File: config.mk
export PLATFORM = sky130hd
export DESIGN_NAME = pug_glue
export DESIGN_NICKNAME = d
export VERILOG_FILES = /design/src/hw/pug_glue.v
export VERILOG_INCLUDE_DIRS = /design/src /design/src/hw
export SDC_FILE = /design/constraint.sdc
export NUM_CORES = 1
export LEC_CHECK = 0
export BUFFER_PORTS_ARGS = -buffer_cell sky130_fd_sc_hd__buf_2
export CORE_ASPECT_RATIO = 1.25
export CORE_MARGIN = 2
export CORE_UTILIZATION = 50
export CTS_CLUSTER_DIAMETER = 200
export CTS_CLUSTER_SIZE = 16
export DETAILED_ROUTE_END_ITERATION = 8
export GPL_ROUTABILITY_DRIVEN = 0
export PLACE_DENSITY = 0.78
export SYNTH_ARGS = -nofsm -noshare
export SYNTH_HDL_FRONTEND = slang
export SYNTH_SLANG_ARGS = --single-unit
File: constraint.sdc
create_clock -name mclk_in -period 1.5 [get_ports mclk_in]
set_clock_uncertainty 0.15 [all_clocks]
set_input_delay 0.15 -clock mclk_in [delete_from_list [all_inputs] [get_ports mclk_in]]
set_output_delay 0.15 -clock mclk_in [all_outputs]
set_load 0.02 [all_outputs]
File: src/hw/pug_regs.vh
`ifndef PUG_REGS_VH
`define PUG_REGS_VH
// Register window offsets (byte addresses within the register window).
`define PUG_CFG_IO_OFS 12'h800
`define PUG_EDGE_IRQ_OFS 12'h804
`define PUG_ENG_RST_OFS 12'h808
// Field positions of the configuration and user I/O word and of the edge interrupt word.
`define PUG_OUT_MSB 31
`define PUG_OUT_LSB 24
`define PUG_IN_MSB 23
`define PUG_IN_LSB 16
`define PUG_MEMSZ_BIT 11
`define PUG_EIRQ_FALL_EN_LSB 24
`define PUG_EIRQ_RISE_EN_LSB 16
`define PUG_EIRQ_FALL_ST_LSB 8
`define PUG_EIRQ_RISE_ST_LSB 0
// Constant fields and reset values.
`define PUG_CFG_CONST 5'h1f
`define PUG_ENG_ONE 3'h0
`define PUG_ENG_TWO 3'h1
`define PUG_OUT_RST 8'hff
`define PUG_ENG_RST_RST 1'h1
// Glitch filter time and clock period.
`define PUG_FILT_NS 90
`define PUG_CLK_NS 8
`define PUG_FILT_CYC ((`PUG_FILT_NS + `PUG_CLK_NS - 1) / `PUG_CLK_NS)
// Memory window geometry.
`define PUG_ENG_SEL_BIT 17
`define PUG_MEM_TOP_BIT 18
`endif

File: src/hw/pug_glue.v
`timescale 1ns/1ps
`default_nettype none
`include "pug_regs.vh"

// Theory of operation.
// The PCI core decodes its two memory windows and hands this block plain strobes.
// The register window carries three 32-bit words: the configuration and user I/O
// word, the user input edge interrupt control and status word, and the engine
// reset word.
// Every register access is taken on the rising edge at which select and a strobe
// are high, the I/O space flag is low and the clock enable is high.
// Read data is registered, so it is loaded at the taking edge itself and
// holds until the next read.
// Unmapped offsets read zero and ignore writes, so a stray access does no harm.
// An I/O space cycle is never claimed and changes no state.
//
// User inputs are treated as synchronous to the clock.
// Each one passes a level filter: a new level must stand for the full filter
// time before the filtered level follows it.
// Pulses shorter than that never reach the edge detectors.
// The edge detectors compare the filtered level with its value one cycle earlier.
// A detected edge sets its status flag only while its enable is one.
// A status flag stays set until software writes a one to it.
// When an edge and a clear fall in the same cycle the edge wins, so no event is
// ever lost between a status read and the clear that follows it.
//
// The user outputs are open drain.
// A zero in the output field pulls the pin low; a one releases it to the pull-up.
// Reset loads all ones, so no pin is driven after reset.
//
// The engine reset word holds both engines in reset while its bit is zero.
// It is meant for testing only; in normal use it stays one.
//
// The memory window maps each engine's word memory at twice its word address.
// Byte address bit 17 picks the engine and bits 16 down to 1 give the word.
// The upper half of the window is reserved and is not claimed.
// Only word transfers are meaningful there; the host must not use byte or
// doubleword accesses.
//
// The interrupt line is open drain as well: its enable goes high while any
// engine interrupt or any pending user edge flag is present.
//
// The terminal address is either tracked every cycle or captured on a command
// strobe, as the latch-select input asks.
//
// A low clock enable freezes every flip-flop of the block.

module pug_glue #(
  parameter MEM_IS_4K = 1'b0,
  parameter TWO_ENGINES = 1'b1
) (
  // Clock, reset and enable.
  input wire mclk_in,
  input wire reset_n_in,
  input wire clk_en_in,
  // Register window access, decoded by the PCI core.
  input wire reg_sel_in,
  input wire reg_wr_in,
  input wire reg_rd_in,
  input wire is_io_space_in,
  input wire [11:0] reg_addr_in,
  input wire [31:0] reg_wdata_in,
  input wire [3:0] reg_be_in,
  output reg [31:0] reg_rdata_out,
  // Memory window access, decoded by the PCI core.
  input wire mem_sel_in,
  input wire mem_wr_in,
  input wire mem_rd_in,
  input wire [18:0] mem_addr_in,
  input wire [15:0] mem_wdata_in,
  output wire mem_claim_out,
  output reg [15:0] mem_rdata_out,
  // Engine side.
  output wire [1:0] eng_cs_n_out,
  output wire eng_wr_out,
  output wire eng_rd_out,
  output wire [15:0] eng_addr_out,
  output wire [15:0] eng_wdata_out,
  input wire [15:0] eng0_rdata_in,
  input wire [15:0] eng1_rdata_in,
  input wire [1:0] eng_irq_n_in,
  output wire eng_reset_n_out,
  output wire eng_buffered_mode_out,
  output wire eng_16bit_mode_out,
  // Terminal address straps.
  input wire [4:0] terminal_address_bits_in,
  input wire terminal_address_parity_in,
  input wire terminal_address_latch_select_in,
  input wire ta_latch_cmd_in,
  output reg [4:0] ta_bits_out,
  output reg ta_parity_out,
  // User pins.
  input wire [7:0] user_in,
  output wire [7:0] user_out,
  output wire [7:0] user_oe_out,
  // PCI interrupt pin, open drain.
  output wire inta_out,
  output wire inta_oe_out
);

  // Filter length in clock cycles, cut to the counter width on purpose.
  localparam integer FILT_CYC_INT = `PUG_FILT_CYC;
  localparam [3:0] FILT_CYC = FILT_CYC_INT[3:0];

  // Output field of the configuration word; one releases a pin.
  reg [7:0] out_reg;
  // Edge enables and edge status flags.
  reg [7:0] fall_en;
  reg [7:0] rise_en;
  reg [7:0] fall_st;
  reg [7:0] rise_st;
  // Engine reset bit; zero holds both engines in reset.
  reg eng_rst;
  // Filtered user levels and their values one cycle earlier.
  reg [7:0] filt;
  reg [7:0] filt_q;
  // Per-input count of cycles that the raw level has differed.
  reg [3:0] filt_cnt [0:7];
  wire reg_wr;
  wire user_pend;
  wire eng_irq;
  wire [7:0] rise_ev;
  wire [7:0] fall_ev;
  wire [31:0] cfg_word;
  wire [31:0] eirq_word;
  integer i;

  // Byte-lane merge of a write into a 32-bit word.
  function [31:0] pug_merge;
    input [31:0] old;
    input [31:0] wd;
    input [3:0] be;
    integer k;
    begin
      pug_merge = old;
      for (k = 0; k < 4; k = k + 1) begin
        if (be[k]) begin
          pug_merge[k*8 +: 8] = wd[k*8 +: 8];
        end
      end
    end
  endfunction

  // Register writes count only in memory space.
  assign reg_wr = reg_sel_in & reg_wr_in & ~is_io_space_in;

  // Filter: the stable level replaces the filtered one after FILT_CYC cycles.
  always @(posedge mclk_in or negedge reset_n_in) begin
    if (!reset_n_in) begin
      filt <= 8'h00;
      filt_q <= 8'h00;
      for (i = 0; i < 8; i = i + 1) begin
        filt_cnt[i] <= 4'h0;
      end
    end else if (clk_en_in) begin
      filt_q <= filt;
      for (i = 0; i < 8; i = i + 1) begin
        if (user_in[i] == filt[i]) begin
          filt_cnt[i] <= 4'h0;
        end else if (filt_cnt[i] == FILT_CYC - 4'h1) begin
          filt[i] <= user_in[i];
          filt_cnt[i] <= 4'h0;
        end else begin
          filt_cnt[i] <= filt_cnt[i] + 4'h1;
        end
      end
    end
  end

  // Edges of the filtered level, gated by their enables.
  assign rise_ev = filt & ~filt_q & rise_en;
  assign fall_ev = ~filt & filt_q & fall_en;

  // Control and status registers; an edge wins over a clear.
  always @(posedge mclk_in or negedge reset_n_in) begin
    if (!reset_n_in) begin
      out_reg <= `PUG_OUT_RST;
      fall_en <= 8'h00;
      rise_en <= 8'h00;
      fall_st <= 8'h00;
      rise_st <= 8'h00;
      eng_rst <= `PUG_ENG_RST_RST;
    end else if (clk_en_in) begin
      fall_st <= fall_st | fall_ev;
      rise_st <= rise_st | rise_ev;
      if (reg_wr && reg_addr_in == `PUG_CFG_IO_OFS && reg_be_in[3]) begin
        out_reg <= reg_wdata_in[`PUG_OUT_MSB:`PUG_OUT_LSB];
      end
      if (reg_wr && reg_addr_in == `PUG_EDGE_IRQ_OFS) begin
        if (reg_be_in[3]) begin
          fall_en <= reg_wdata_in[31:24];
        end
        if (reg_be_in[2]) begin
          rise_en <= reg_wdata_in[23:16];
        end
        if (reg_be_in[1]) begin
          fall_st <= (fall_st & ~reg_wdata_in[15:8]) | fall_ev;
        end
        if (reg_be_in[0]) begin
          rise_st <= (rise_st & ~reg_wdata_in[7:0]) | rise_ev;
        end
      end
      if (reg_wr && reg_addr_in == `PUG_ENG_RST_OFS && reg_be_in[0]) begin
        eng_rst <= reg_wdata_in[0];
      end
    end
  end

  // Interrupt summaries.
  assign user_pend = |{fall_st, rise_st};
  assign eng_irq = ~&eng_irq_n_in;
  assign inta_out = 1'b0;
  assign inta_oe_out = user_pend | eng_irq;

  // Read words.
  assign cfg_word = {out_reg, user_in, 4'h0, MEM_IS_4K,
    (TWO_ENGINES ? `PUG_ENG_TWO : `PUG_ENG_ONE),
    `PUG_CFG_CONST, ~user_pend, eng_irq_n_in};
  assign eirq_word = {fall_en, rise_en, fall_st, rise_st};

  // Registered read data; unmapped offsets read zero.
  always @(posedge mclk_in or negedge reset_n_in) begin
    if (!reset_n_in) begin
      reg_rdata_out <= 32'h00000000;
    end else if (clk_en_in) begin
      if (reg_sel_in && reg_rd_in && !is_io_space_in) begin
        case (reg_addr_in)
          `PUG_CFG_IO_OFS: reg_rdata_out <= cfg_word;
          `PUG_EDGE_IRQ_OFS: reg_rdata_out <= eirq_word;
          `PUG_ENG_RST_OFS: reg_rdata_out <= {31'h00000000, eng_rst};
          default: reg_rdata_out <= 32'h00000000;
        endcase
      end
    end
  end

  // Open-drain user outputs: a zero bit pulls the pin low.
  assign user_out = 8'h00;
  assign user_oe_out = ~out_reg;

  // Engine control straps.
  assign eng_reset_n_out = eng_rst;
  assign eng_buffered_mode_out = 1'b1;
  assign eng_16bit_mode_out = 1'b1;

  // Memory window: word address is byte address over two.
  assign mem_claim_out = mem_sel_in & ~is_io_space_in & ~mem_addr_in[`PUG_MEM_TOP_BIT];
  assign eng_cs_n_out[0] = ~(mem_claim_out & ~mem_addr_in[`PUG_ENG_SEL_BIT]);
  assign eng_cs_n_out[1] = ~(mem_claim_out & mem_addr_in[`PUG_ENG_SEL_BIT]);
  assign eng_addr_out = mem_addr_in[16:1];
  assign eng_wdata_out = mem_wdata_in;
  assign eng_wr_out = mem_claim_out & mem_wr_in;
  assign eng_rd_out = mem_claim_out & mem_rd_in;

  // Registered memory read data from the selected engine.
  always @(posedge mclk_in or negedge reset_n_in) begin
    if (!reset_n_in) begin
      mem_rdata_out <= 16'h0000;
    end else if (clk_en_in && eng_rd_out) begin
      mem_rdata_out <= mem_addr_in[`PUG_ENG_SEL_BIT] ? eng1_rdata_in : eng0_rdata_in;
    end
  end

  // Terminal address: tracked, or captured on command.
  always @(posedge mclk_in or negedge reset_n_in) begin
    if (!reset_n_in) begin
      ta_bits_out <= 5'h00;
      ta_parity_out <= 1'b0;
    end else if (clk_en_in) begin
      if (!terminal_address_latch_select_in || ta_latch_cmd_in) begin
        ta_bits_out <= terminal_address_bits_in;
        ta_parity_out <= terminal_address_parity_in;
      end
    end
  end

endmodule // pug_glue
`default_nettype wire

==> results.md <==
- Status: complete, but fails checks
- Violated checks: negative hold slack, negative setup slack
- Sequential cell area fraction in the yosys report: 52.3%
- Startpoint types: flip-flop
- Synth Warn #: 0
- Yosys reg bits: 143
- Worst R2R End: filt_cnt[3]
- Overall Power: 10.4 mW
- Crit end category: output pin
- Worst r2r src: filt_cnt[1]
- Total CTS buffers: 17
- Peak VDD IR: 913 uV
- Nets: about 1.1k
- Vias in the first global route: 7043
- Post-synth cell types: 45
- Hold Path End: mem_rdata_out[0]
- CTS max path bufs: 2
- Die width: 109 um
- IO Port Bufs: 178
- Worst min-delay path startpoint: eng0_rdata_in[0]
- Main area contributors after synthesis: dfrtp_1, mux2i_1, nand2_1
- Final critical-path share of the clock period: 135%
- TritonCTS clock tree: built
- Internal reg-to-reg setup slack: -0.19 ns
- Chip height: 135 um
- Pwr Density: 1010 nW/um^2
- Hold slack final: -0.0545 ns
- Hold Vio Cnt, Final: 1
- Max Cap Violations: 0
- Slew Viols, Final: 0
- Met2 wire len: 13900 um
- Routed wire length: between 20000 and 30000 um
- Pleak: 5.10 nW
- Initial antenna violation count: 0
- Avg WL per Cell: 24.2 um
- Req. time, crit path: ~1.2 ns
- Post-route setup slack: -0.520 ns
- Clk slew on worst S/H paths: approximately 0.060 ns
- Hold Crit Class: in2reg
- Post-Syn Area: about 6900 um^2
- Worst-path fanout max: 2
- Num ports: 255
- RSZ-0062 raised after global routing: true
- Routed metal-1 wire length: 9150 um
- Number of cells on the worst reg-to-reg path: 4
- Routed Antenna Nets: 0
- Pin count of the biggest net entering global routing: 41
- Cell Rows: 47
- Dominant cell type by area after synthesis: dfrtp_1
- Final setup violation count: 79
- Remaining global-route overflow: 0
- Slew margin rel.: approximately 66%
- H-tree depth: 4
- DRC viols: 0
- Most numerous cell in the Yosys netlist: dfrtp_1
- Crit. Startpoint: rise_st[5]
- CTS sink count: 143
- First-pass GRT wire length: 37800 um
- EDFF count, synth: 0
- Syn avg cell area: 10.7 um^2
- Final min period: 2.02 ns
- Largest regs: filt_cnt x32, reg_rdata_out x32, mem_rdata_out x16
- Root Driver: clkbuf_16
- Initial Utilization: 51.4%
- Metal3 WL: 2480 um
- Via/cell ratio: roughly 6.2
- Leading cell types by count after synthesis: dfrtp_1, nand2_1, o21ai_1
- Drt pass-1 iters: 6
- Yosys top cell area share: 48.8%
- Core area: about 13000 um^2
- Clock Latency Late Sink: 0.42 ns
- Cell count after synthesis: 640
- Maximum operating frequency: 495 MHz
- Fill cell count: 735
- Worst-Margin Slew: roughly 0.5 ns
- Worst slack, placed: -0.749 ns
- Via count: 7056
- Die area: 14700 um^2
- Uppermost routed layer: met4
- Layout cell share with drive strength beyond 1: 43.6%
- Crit Path Class: reg2out
- Global-route usage over all layers: between 30 and 40%
- Ys flop type: dfrtp_1
- Hpwl dp: 14300 um
- Post-synth ARST share: 100%
- Detailed Route Iter0 Violations: about 790
- Area Growth Syn to Fin: 49.8%
- Worst EP arrival: 1.72 ns
- Final design utilization: ~77%
- Hold path depth: 3
area by class of cell:
class	instances	area, um^2	share of cell area (%)
diodes	1	2.50	0.0243
clock buffers	22	454	4.42
clock inverters	10	115	1.12
inverters	23	86.3	0.839
multi-input cells	417	3280	31.9
flip-flops and latches	143	3590	34.9
well taps	171	214	2.08
repair buffers	346	2540	24.7
cells by family after synthesis:
family,share of synthesized area (%)
XOR/XNOR,1.15
other,0.109
AND/OR/NAND/NOR,14.0
multiplexers,13.9
adder cells (fa/ha/maj),1.46
AO/OA/AOI/OAI,9.70
flip-flops,52.3
buffers and inverters,7.42
metal layers:
layer / GRT usage (%) / vias up
li1: - / 2854
met1: 37.8 / 3451
met2: 60.2 / 562
met3: 7.92 / 189
met4: 18.1 / 0
met5: 0 / -
through the flow:
| stage | area [um^2] | setup TNS [ns] | cells |
|---|---|---|---|
| 2_1_floorplan | 6950 | -31.56 | 649 |
| 3_3_place_gp | 8100 | -45.18 | 984 |
| 3_5_place_dp | 8100 | -46.51 | 984 |
| 4_1_cts | 9910 | -13.20 | 1115 |
| 5_1_grt | 10300 | -23.33 | 1132 |
| 6_report | 10300 | -22.15 | 1133 |
power by group:
| group | total (mW) | internal (mW) | leakage, nW | switching (mW) |
|---|---|---|---|---|
| Clock | 4.21 | 2.49 | 0.270 | 1.72 |
| Sequential | 4.38 | 4.12 | 1.90 | 0.257 |
| Combinational | 1.81 | 0.820 | 2.93 | 0.990 |
critical path, cell delays in order (launching register included):
cell and delay [ns]:
dfrtp_1 0.40, nor4_1 0.38, and4_4 0.32, nand3_2 0.07, buf_6 0.13
placed cells by master, fill, tap and decap left out, drive strengths merged, types with 14 or more instances in the layout:
master       instances
mux2i               41
nor2                14
clkbuf              22
o21ai               71
mux2                48
nand3               22
inv                 23
buf                256
dlygate4sd3         89
nand2               96
dfrtp              134
nand4b              18
worst max-delay path by stage:
stage                                    to  slack [ns]
after floorplan           reg_rdata_out[22]       -0.55
after global placement           rise_en[7]       -0.71
after detailed placement  reg_rdata_out[21]       -0.75
after CTS                       inta_oe_out       -0.43
after global routing            inta_oe_out       -0.53
final                           inta_oe_out       -0.52
timing repair:
action / 4_1_cts / 5_1_grt
buffers inserted: 7 / 21
hold endpoints to repair: 221 / 3
hold buffers: 91 / 3
resized for setup: 67 / 57
endpoints found under the setup margin: 76 / 87
pin swaps: 22 / 40
gates cloned: 3 / 1
Power figures use the tool's default switching activity.
